--- config.mk ---
export PLATFORM = sky130hd
export DESIGN_NAME = irq_source_selector
export DESIGN_NICKNAME = d
export VERILOG_FILES = /design/src/hdl/irq_select_pkg.sv /design/src/hdl/irq_source_selector.sv /design/src/hdl/route_pick.sv
export VERILOG_INCLUDE_DIRS = /design/src /design/src/hdl
export SDC_FILE = /design/constraint.sdc
export NUM_CORES = 1
export LEC_CHECK = 0
export BUFFER_PORTS_ARGS = -buffer_cell sky130_fd_sc_hd__buf_2
export CORE_MARGIN = 3
export CORE_UTILIZATION = 35
export DETAILED_ROUTE_END_ITERATION = 6
export HOLD_SLACK_MARGIN = 0.05
export PLACE_DENSITY_LB_ADDON = 0.3
export SLEW_MARGIN = 30
export SYNTH_ARGS = -nofsm -noshare
export SYNTH_HDL_FRONTEND = slang
export SYNTH_SLANG_ARGS = --single-unit
--- constraint.sdc ---
create_clock -name CLK -period 2 [get_ports CLK]
set_input_delay 0.4 -clock CLK [delete_from_list [all_inputs] [get_ports CLK]]
set_output_delay 0.4 -clock CLK [all_outputs]
set_load 0.03 [all_outputs]
--- src/hdl/irq_select_params.svh ---
// constants for the interrupt source selector: offsets, field layout, reset values
// assumes inclusion by bare name from package and modules
`ifndef IRQ_SELECT_PARAMS_SVH
`define IRQ_SELECT_PARAMS_SVH

// ----------------------------------------
// register map
// ----------------------------------------
`define SEL_HIGH_ADDR 32'h019C0000
`define SEL_LOW_ADDR 32'h019C0004

// ----------------------------------------
// field layout
// ----------------------------------------
`define SEL_FIELD_W 5
`define SEL_FIELDS_PER_REG 6
`define SEL_LSB_0 5'h00
`define SEL_LSB_1 5'h05
`define SEL_LSB_2 5'h0A
`define SEL_LSB_3 5'h10
`define SEL_LSB_4 5'h15
`define SEL_LSB_5 5'h1A
`define SEL_WRITE_MASK 32'h7FFF7FFF

// ----------------------------------------
// reset values and line counts
// ----------------------------------------
`define SEL_LOW_RESET 32'h250718A4
`define SEL_HIGH_RESET 32'h08202D43
`define NUM_LINES 16
`define FIRST_SELECTABLE 4
`define NUM_CODES 32

// ----------------------------------------
// selector codes
// ----------------------------------------
`define CODE_NONE 5'h00
`define CODE_TIMER0 5'h01
`define CODE_TIMER1 5'h02
`define CODE_SDRAM 5'h03
`define CODE_EXT4 5'h04
`define CODE_EXT5 5'h05
`define CODE_EXT6 5'h06
`define CODE_EXT7 5'h07
`define CODE_DMA 5'h08
`define CODE_SER0_TX 5'h0C
`define CODE_SER0_RX 5'h0D
`define CODE_SER1_TX 5'h0E
`define CODE_SER1_RX 5'h0F

`endif

--- src/hdl/irq_select_pkg.sv ---
// types for the interrupt source selector
// assumes irq_select_params.svh on the include path
package irq_select_pkg;
`include "irq_select_params.svh"

   typedef logic [`SEL_FIELD_W-1:0] sel_code_t;
   typedef logic [31:0] word_t;

   typedef struct packed {
      word_t sel_high;
      word_t sel_low;
      word_t rdata;
      logic [`NUM_LINES-1:0] lines;
   } selector_state_t;
endpackage

--- src/hdl/irq_source_selector.sv ---
// interrupt source selector: sixteen prioritized lines for the processor core
// assumes event inputs synchronous to CLK; core takes line index as priority
//
// Contract
// - exactly sixteen lines, fixed priority by index
// - line 0 highest, line 15 lowest
// - line 0 always the reset event
// - lines 0-3 fixed, no selector field
// - lines 4-15 reset to default sources
// - high register 0x019C0000, low 0x019C0004
// - six 5-bit fields per register reroute
// - codes 4-7 pick external pins 4-7
// - code 8 picks combined dma completion
// - code 3 picks sdram refresh event
// - codes 1,2 timers; unassigned codes idle
// - codes 12-15 pick serial tx/rx events
//
// Strobed register access was chosen for this implementation.
`timescale 1ns/1ps
module irq_source_selector
   import irq_select_pkg::*;
(
   input wire logic CLK,
   input wire logic RESET_N,
   input wire logic [31:0] ADDR,
   input wire logic [31:0] WDATA,
   input wire logic WR,
   input wire logic RD,
   output logic [31:0] RDATA,
   input wire logic RESET_EVENT,
   input wire logic NMI_EVENT,
   input wire logic EXT_PIN_EVENT_4,
   input wire logic EXT_PIN_EVENT_5,
   input wire logic EXT_PIN_EVENT_6,
   input wire logic EXT_PIN_EVENT_7,
   input wire logic DMA_DONE_EVENT,
   input wire logic SDRAM_REFRESH_EVENT,
   input wire logic TIMER0_EVENT,
   input wire logic TIMER1_EVENT,
   input wire logic SERIAL0_TX_EVENT,
   input wire logic SERIAL0_RX_EVENT,
   input wire logic SERIAL1_TX_EVENT,
   input wire logic SERIAL1_RX_EVENT,
   output logic [`NUM_LINES-1:0] INT_LINES
);

   // ----------------------------------------
   // field extraction
   // ----------------------------------------
   function automatic sel_code_t field_of(input word_t r, input int unsigned k);
      logic [4:0] lsb;
      case (k)
         0: lsb = `SEL_LSB_0;
         1: lsb = `SEL_LSB_1;
         2: lsb = `SEL_LSB_2;
         3: lsb = `SEL_LSB_3;
         4: lsb = `SEL_LSB_4;
         5: lsb = `SEL_LSB_5;
         default: lsb = `SEL_LSB_0;
      endcase
      field_of = r[lsb +: `SEL_FIELD_W];
   endfunction

   selector_state_t state_q;
   selector_state_t state_d;

   logic [`NUM_CODES-1:0] events;
   logic [`NUM_LINES-1:0] routed;

   // ----------------------------------------
   // event vector indexed by selector code
   // ----------------------------------------
   // unassigned and reserved codes stay idle
   always_comb
   begin
      events = '0;
      // timer events on codes 1 and 2
      events[`CODE_TIMER0] = TIMER0_EVENT;
      events[`CODE_TIMER1] = TIMER1_EVENT;
      events[`CODE_SDRAM] = SDRAM_REFRESH_EVENT;
      // external pins on codes 4 to 7
      events[`CODE_EXT4] = EXT_PIN_EVENT_4;
      events[`CODE_EXT5] = EXT_PIN_EVENT_5;
      events[`CODE_EXT6] = EXT_PIN_EVENT_6;
      events[`CODE_EXT7] = EXT_PIN_EVENT_7;
      // combined dma completion on code 8
      events[`CODE_DMA] = DMA_DONE_EVENT;
      // serial port events on codes 12 to 15
      events[`CODE_SER0_TX] = SERIAL0_TX_EVENT;
      events[`CODE_SER0_RX] = SERIAL0_RX_EVENT;
      events[`CODE_SER1_TX] = SERIAL1_TX_EVENT;
      events[`CODE_SER1_RX] = SERIAL1_RX_EVENT;
   end

   // ----------------------------------------
   // fixed lines
   // ----------------------------------------
   // line 0 hard bound to the reset event
   assign routed[0] = RESET_EVENT;
   // nmi fixed; reserved lines 2 and 3 held low
   assign routed[1] = NMI_EVENT;
   assign routed[2] = 1'b0;
   assign routed[3] = 1'b0;

   // ----------------------------------------
   // selectable lines 4 to 15
   // ----------------------------------------
   // low register feeds lines 4-9, high register 10-15
   genvar g;
   generate
      for (g = `FIRST_SELECTABLE; g < `NUM_LINES; g++)
      begin : g_line
         localparam int unsigned K = (g - `FIRST_SELECTABLE) % `SEL_FIELDS_PER_REG;
         localparam bit IS_HIGH = (g - `FIRST_SELECTABLE) >= `SEL_FIELDS_PER_REG;
         sel_code_t code;
         // routing is a plain mux on the stored field
         assign code = IS_HIGH ? field_of(state_q.sel_high, K) : field_of(state_q.sel_low, K);
         route_pick u_pick
         (
            .code(code),
            .events(events),
            .hit(routed[g])
         );
      end
   endgenerate

   // ----------------------------------------
   // next state
   // ----------------------------------------
   always_comb
   begin
      state_d = state_q;
      state_d.rdata = '0;
      // exact address decode of both selector registers
      // a write lands in the field at the next edge
      if (WR && ADDR == `SEL_HIGH_ADDR)
      begin
         // bits 15 and 31 ignore writes
         state_d.sel_high = WDATA & `SEL_WRITE_MASK;
      end
      if (WR && ADDR == `SEL_LOW_ADDR)
      begin
         state_d.sel_low = WDATA & `SEL_WRITE_MASK;
      end
      // unmapped reads return zero
      if (RD && ADDR == `SEL_HIGH_ADDR)
      begin
         state_d.rdata = state_q.sel_high;
      end
      if (RD && ADDR == `SEL_LOW_ADDR)
      begin
         state_d.rdata = state_q.sel_low;
      end
      // sixteen lines, index is priority for the core
      state_d.lines = routed;
   end

   // ----------------------------------------
   // state register
   // ----------------------------------------
   always_ff @(posedge CLK or negedge RESET_N)
   begin
      if (!RESET_N)
      begin
         state_q.sel_high <= `SEL_HIGH_RESET;
         state_q.sel_low <= `SEL_LOW_RESET;
         state_q.rdata <= '0;
         state_q.lines <= '0;
      end
      else
      begin
         state_q <= state_d;
      end
   end

   // outputs registered to keep glitches off the core inputs
   assign RDATA = state_q.rdata;
   assign INT_LINES = state_q.lines;

endmodule // irq_source_selector

--- src/hdl/route_pick.sv ---
// one selectable interrupt line: picks the event named by its code
// assumes the event vector is indexed by selector code
`timescale 1ns/1ps
module route_pick
   import irq_select_pkg::*;
(
   input wire sel_code_t code,
   input wire logic [`NUM_CODES-1:0] events,
   output logic hit
);
   // codes without an event carry a constant zero in the vector
   always_comb
   begin
      hit = events[code];
   end
endmodule // route_pick

-- Yosys cells after proc, flatten, opt, wreduce, memory -nomap -nowiden
Cells that the tools add are included.
- bits of input ports: 82
- register bits after elaboration: 105
- word-level logic and storage cells: 48
- output and inout bits: 48
- reductions and logical operators: 4
- $lt $le $gt $ge: 12
- equal/unequal tests: 2
- mux-type cells: 26
- operators by type and width (cell ; count):
    < comparator 5 x 6 -> 1 bit (second input constant) ; 12
    == test 32 x 25 -> 1 bit (second input constant) ; 2
    2-to-1 mux 31 bit ; 2
    binary-select mux 1 bit (select 5 bit) ; 12
    2-to-1 mux 1 bit ; 12
    logical AND 1 bit ; 4

-- Longest topological paths before layout
Gate-level depths: netlist of run 1.
- depth after elaboration: 4
- depth in mapped cells: 5
- mapped depth without buffers: 4

-- By module
From an unflattened synthesis of run 1, not the netlist that was laid out.
- cell total of the unflattened synthesis: 747
- area, all modules: 8003.9 µm²
- by module, submodules not included (module ; instances ; cells an instance ; sequential area each (µm²) ; area each (µm²)):
    irq_source_selector ; 1 ; 255 ; 2627.5 ; 4100.2
    route_pick ; 12 ; 41 ; 0.0 ; 325.3

-- Least setup slack after synthesis of run 1
No wires, ideal clock.
- kind: in2reg
- start: input port ADDR[5]
- end: register state_q (netlist bit g_line[10].code[2])
- data required time: 1.875 ns
- arrival time: 2.008 ns
- setup slack: -0.134 ns
- library setup time: 0.125 ns
- path buffers: 1
- stages on the path: 5
- cells stage by stage: or4_4 nor4_4 and4b_4 buf_12 mux2_4
- word-level cells in the longest chain between the ends: 2
- RTL lines (item ; line ; source):
    start: declaration ; irq_source_selector.sv:25 ; input wire logic [31:0] ADDR,
    == test 32 x 25 -> 1 bit (no line) ; - ;
    logical AND 1 bit (no line) ; - ;
    end signal: assignment ; irq_source_selector.sv:172 ; state_q <= state_d;
    end: declaration ; irq_source_selector.sv:64 ; selector_state_t state_q;
No other way between the ends.
A chain may end at the register's enable or synchronous reset.

-- Final worst setup path of run 1
- start: input port ADDR[5]
- end: register state_q (netlist bit g_line[7].code[3])
Same word-level chain as after synthesis.

==> impl_metrics.env, run 1 <==
export IMPL_wire_per_inst_um=19.77
export IMPL_hold_buffers=0
export IMPL_status="completed"
export IMPL_pre_cts_slack_ns=-0.3601
export IMPL_core_mm2=0.01486
export IMPL_crit_path_max_fanout=9
export IMPL_switching_share_pct=22.23
export IMPL_met1_usage_pct=22.88
export IMPL_clk_pin_slew_ns=0.07
export IMPL_grt_antenna_before_repair=0
export IMPL_gp_congestion=0.7568
export IMPL_grt_pass1_wl_um=21580
export IMPL_synth_top_area_share_pct=38.72
export IMPL_startpoint="ADDR[5]"
export IMPL_intPower_mw=3.281
export IMPL_worst_pin_slew_ns=0.5762
export IMPL_fmax_mhz=500.6
export IMPL_ys_ff_latch=104
export IMPL_post_cts_buffers=0
export IMPL_viasPerCell=5.427
export IMPL_setup_viol=0
export IMPL_yosys_warnings=0
export IMPL_area_delta_synth_final_pct=23.25
export IMPL_hold_viol=0
export IMPL_num_io_pins=130
export IMPL_dpl_cell_area_mm2=0.006345
export IMPL_root_buffer="clkbuf_16"
export IMPL_fin_util_pct=45.02
export IMPL_top_usage_layer="met2"
export IMPL_antenna_left=0
export IMPL_ys_seq_area_share_pct=48.40
export IMPL_synth_cell_type_count=30
export IMPL_cts_sinks=104
export IMPL_rsz0062_at_grt="true"
export IMPL_hold_class="primary input to async pin"
export IMPL_dieHeight_um=130.5
export IMPL_dr_total_vias=3750
export IMPL_chipWidth_um=130.5
export IMPL_die_area_mm2=0.01704
export IMPL_r2r_start="g_line[12].code[0]$_DFFE_PN1P_"
export IMPL_port_buffer_count=123
export IMPL_grt_pass1_vias=4005
export IMPL_drt_wl_total_um=13660
export IMPL_clock_latency_ns=0.34
export IMPL_htree_levels=3
export IMPL_drt_iter0_drc=240
export IMPL_finalInstanceArea_mm2=0.006691
export IMPL_timing_hold_ws_ns=0.1130
export IMPL_slew_headroom_pct=61.59
export IMPL_final_cell_mix="buf_2, dfrtp_1, mux2_4, mux2i_1, nor2_1"
export IMPL_tns_ns=0
export IMPL_r2r_end="INT_LINES[12]$_DFF_PN0_"
export IMPL_overflow=0
export IMPL_period_share_pct=99.89
export IMPL_cts_tree="done"
export IMPL_synthFlopType="dfrtp_1"
export IMPL_rr_worst_depth=4
export IMPL_synthTopCellsByArea="dfrtp_1, mux4_2, dfstp_2, mux2_4, mux2i_1"
export IMPL_r2r_setup_slack_ns=0.32
export IMPL_rows=44
export IMPL_synth_cells=395
export IMPL_crit_path_end_kind="register"
export IMPL_layout_drive_gt1_share_pct=52.66
export IMPL_clockBufferDepth=2
export IMPL_use_met2_pct=25.76
export IMPL_synth_area_mm2=0.005429
export IMPL_grtUsageMet3_pct=2.805
export IMPL_p_comb_share_pct=7.4
export IMPL_finClkSkew_ns=0.006063
export IMPL_synth_top_cell_by_area="dfrtp_1"
export IMPL_slew_viol_final=0
export IMPL_switching_power_mw=0.9376
export IMPL_fin_nets=584
export IMPL_required_ns=2.23
export IMPL_crit_end="g_line[7].code[3]$_DFFE_PN0P_"
export IMPL_start_util_pct=36.52
export IMPL_layout_commonest_cell="buf_2"
export IMPL_layout_setup_ws_ns=0.002300
export IMPL_p_per_area_mw_per_mm2=630.4
export IMPL_diodes=0
export IMPL_numCtsBuffers=9
export IMPL_critPathKind="primary input to register"
export IMPL_grtUsageTotal_pct=16.37
export IMPL_maxCapViolCount=0
export IMPL_vdd_drop_max_uv=377.4
export IMPL_detail_route_first_pass_iterations=4
export IMPL_async_flop_share_pct=100.0
export IMPL_startpoint_type="primary input"
export IMPL_pwr_share_seq_pct=49.9
export IMPL_drc=0
export IMPL_place_detailed_hpwl_um=9166
export IMPL_p_leak_nw=3.046
export IMPL_synth_avg_cell_area_um2=13.74
export IMPL_p_clk_share_pct=42.7
export IMPL_period_minus_slack_ns=1.998
export IMPL_grt_max_degree=105
export IMPL_n_fill_cell=1361
export IMPL_synth_edf_count=0
export IMPL_critPathArrivalTime_ns=2.23
## Yosys cell counts (all sizes together) (13+ instances only)
library cell / number
a211oi: 20
a21oi: 24
dfstp: 20
nor4b: 13
mux4: 24
nor2: 30
clkbuf: 28
dfrtp: 84
mux2: 68
mux2i: 34
buf: 13
## what timing repair did
action	in CTS	in global routing
pin swaps	1	0
resized for setup	0	3
gates cloned	0	1
endpoints found under the hold margin	0	0
setup endpoints to repair	2	44
## state kept, by name (all words and copies together) (netlist names)
| register | flops |
|---|---|
| g_line.code | 60 |
| RDATA | 30 |
| INT_LINES | 14 |
## worst max-delay path, cell delays in order
cell and delay, ns:
buf_6 0.09, or4_4 0.53, nor4_4 0.34, and4_4 0.39, buf_12 0.17, mux2_4 0.30
## cells by family after synthesis
kind of cell / synth area share (%)
AO/OA/AOI/OAI: 6.453
buffers and inverters: 4.425
flip-flops: 48.40
multiplexers: 32.40
other: 0.06907
AND/OR/NAND/NOR: 8.251
## how the worst min path moves through the flow
stage | end | slack [ns] | cells past startpoint | from
floorplan | INT_LINES[0]$_DFF_PN0_ | 0.10 | 0 | RESET_N
global placement | INT_LINES[13]$_DFF_PN0_ | 0.46 | 1 | g_line[13].code[4]$_DFFE_PN0P_
detailed placement | INT_LINES[13]$_DFF_PN0_ | 0.46 | 1 | g_line[13].code[4]$_DFFE_PN0P_
CTS | INT_LINES[12]$_DFF_PN0_ | 0.15 | 2 | RESET_N
global route | INT_LINES[0]$_DFF_PN0_ | 0.15 | 1 | RESET_EVENT
finish | RDATA[8]$_DFF_PN0_ | 0.11 | 2 | RESET_N
## power groups by stage
| stage | sequential, mW | clock (mW) | combinational, mW |
|---|---|---|---|
| after global placement | 2.15 | 0 | 0.303 |
| after floorplan | 2.15 | 0 | 0.136 |
| final | 2.11 | 1.80 | 0.310 |
| after detailed placement | 2.15 | 0 | 0.310 |
| after global routing | 2.11 | 1.94 | 0.340 |
| after CTS | 2.11 | 1.85 | 0.313 |
## area by class of cell
cell class | instances | area, um2 | share of cell area (%)
Sequential cell | 104 | 2628 | 39.27
Clock buffer | 12 | 256.5 | 3.833
Multi-Input combinational cell | 253 | 2689 | 40.18
Timing Repair Buffer | 134 | 837.1 | 12.51
Tap cell | 184 | 230.2 | 3.441
Clock inverter | 4 | 51.30 | 0.7666
## per-stage QoR
step                std cells  total power, mW
floorplan                 398            2.287
global placement          674            2.449
detailed placement        674            2.456
CTS                       690            4.269
global route              691            4.381
finish                    691            4.218
## layer usage
| metal | vias to the layer above | wire length [um] |
|---|---|---|
| met4 | 0 | 202 |
| met2 | 144 | 6553 |
| met5 | - | 0 |
| met3 | 13 | 768 |
| li1 | 1680 | - |
| met1 | 1913 | 6136 |
Power figures use the tool's default switching activity.
==> run 2: changes to the inputs <==
- PLACE_DENSITY_LB_ADDON: 0.3 -> default
==> impl_metrics.env, run 2 (same netlist as run 1, synthesis figures left out) <==
export IMPL_period_share_pct=98.07
export IMPL_dp_cells=673
export IMPL_fin_cells=690
export IMPL_rsz0062_at_grt="false"
export IMPL_final_cell_mix="buf_2, dfrtp_1, mux2_4, mux2i_1, nor2_1"
export IMPL_clockBufferDepth=2
export IMPL_hold_class="primary input to async pin"
export IMPL_layout_drive_gt1_share_pct=52.37
export IMPL_core_mm2=0.01486
export IMPL_critPathArrivalTime_ns=2.19
export IMPL_max_stage_delay_ns=0.53
export IMPL_start_util_pct=36.52
export IMPL_finClkSkew_ns=0.007645
export IMPL_grt_pass1_wl_um=21780
export IMPL_maxCapViolCount=0
export IMPL_port_buffer_count=123
export IMPL_clk_pin_slew_ns=0.07
export IMPL_overflow=0
export IMPL_critical_path_top_delay_family="simple AND/OR/NAND/NOR gates"
export IMPL_period_minus_slack_ns=1.961
export IMPL_area_delta_synth_final_pct=22.26
export IMPL_fin_util_pct=44.65
export IMPL_grtUsageTotal_pct=16.60
export IMPL_grt_pass1_vias=4007
export IMPL_chipWidth_um=130.5
export IMPL_dieHeight_um=130.5
export IMPL_p_clk_share_pct=42.8
export IMPL_drt_iter0_drc=158
export IMPL_cts_tree="done"
export IMPL_cts_sinks=104
export IMPL_crit_path_end_kind="register"
export IMPL_slew_viol_final=0
export IMPL_switching_power_mw=0.9808
export IMPL_numCtsBuffers=9
export IMPL_die_area_mm2=0.01704
export IMPL_clock_latency_ns=0.35
export IMPL_vdd_drop_max_uv=376.8
export IMPL_finalPower_mw=4.228
export IMPL_intPower_mw=3.247
export IMPL_status="completed"
export IMPL_setup_viol=0
export IMPL_switching_share_pct=23.20
export IMPL_diodes=0
export IMPL_htree_levels=3
export IMPL_place_detailed_hpwl_um=9255
export IMPL_finalInstanceArea_mm2=0.006638
export IMPL_detail_route_first_pass_iterations=4
export IMPL_viasPerCell=5.413
export IMPL_gp_congestion=0.7704
export IMPL_drc=0
export IMPL_crit_path_max_fanout=13
export IMPL_startpoint_type="primary input"
export IMPL_hold_buffers=0
export IMPL_root_buffer="clkbuf_16"
export IMPL_largest_reg_flops=60
export IMPL_rows=44
export IMPL_cp_buffers_inverters=2
export IMPL_pwr_share_seq_pct=49.8
export IMPL_dpl_cell_area_mm2=0.006312
export IMPL_num_io_pins=130
export IMPL_worst_pin_slew_ns=0.5939
export IMPL_path_cells="buf_6 -> or4b_4 -> nor4_4 -> and4_4 -> buf_12 -> mux2_1"
export IMPL_wire_per_inst_um=19.87
export IMPL_slew_headroom_pct=60.41
export IMPL_p_comb_share_pct=7.3
export IMPL_p_leak_nw=3.030
export IMPL_critical_path_depth=6
export IMPL_drt_wl_total_um=13710
export IMPL_critPathKind="primary input to register"
export IMPL_grt_max_degree=105
export IMPL_p_per_area_mw_per_mm2=637.0
export IMPL_rr_worst_depth=4
export IMPL_required_ns=2.23
export IMPL_antenna_left=0
export IMPL_tns_ns=0
export IMPL_cp_slowest_cell="or4b_4"
export IMPL_fmax_mhz=509.8
export IMPL_grt_antenna_before_repair=0
export IMPL_hold_viol=0
export IMPL_dr_total_vias=3735
export IMPL_fin_nets=583
export IMPL_layout_commonest_cell="buf_2"
==> run 2: cell types whose count changed in the layout (fill, tap and decap cells not counted), sizes merged <==
| cell | change |
|---|---|
| clkbuf | -3 |
| inv | -1 |
| clkinv | +3 |
==> run 2: metrics by stage <==
| stage | hold slack [ns] | worst slack, ns |
|---|---|---|
| after floorplan | 0.1044 | -0.1329 |
| after global placement | 0.4551 | -0.3195 |
| after detailed placement | 0.4659 | -0.3637 |
| after CTS | 0.1331 | 0.008425 |
| after global routing | 0.1430 | 0.008023 |
| final | 0.09747 | 0.03851 |
==> run 2: routing by layer <==
metal / wire length (um) / vias up / GRT usage, %
met3: 829 / 21 / 3.252
met4: 258 / 0 / 6.473
li1: - / 1680 / -
met5: 0 / - / 0
met2: 6578 / 145 / 26.33
met1: 6046 / 1889 / 22.58
==> run 2: what timing repair did <==
| action | in CTS | in global routing |
|---|---|---|
| setup endpoints to repair | 0 | 19 |
| resized for setup | 0 | 2 |
| setup buffers | 0 | 1 |
==> run 2: path summary, 6_finish.rpt <==
kind,startpoint,to,slack (ns)
setup / recovery,ADDR[0],g_line[4].code[0]$_DFFE_PN0P_,0.04
hold / removal,RESET_N,INT_LINES[0]$_DFF_PN0_,0.1
setup reg to reg,g_line[12].code[0]$_DFFE_PN1P_,INT_LINES[12]$_DFF_PN0_,0.33
hold reg to reg,g_line[13].code[4]$_DFFE_PN0P_,INT_LINES[13]$_DFF_PN0_,0.47
max in group asynchronous,RESET_N,g_line[14].code[0]$_DFFE_PN1P_,1.46
min in group CLK,RESET_EVENT,INT_LINES[0]$_DFF_PN0_,0.16
==> run 2: power groups by stage <==
stage                     clock (mW)  combinational [mW]  sequential [mW]
after global routing            1.95               0.338             2.11
after detailed placement           0               0.311             2.15
after global placement             0               0.302             2.15
after CTS                       1.86               0.313             2.11
after floorplan                    0               0.136             2.15
final                           1.81               0.311             2.11
==> run 2: final cells by class <==
type / instances / area (um2)
Sequential cell: 104 / 2628
Timing Repair Buffer: 133 / 790.8
Multi-Input combinational cell: 253 / 2681
Clock inverter: 6 / 68.82
Clock buffer: 10 / 239.0
Fill cell: 1397 / 8227
Tap cell: 184 / 230.2
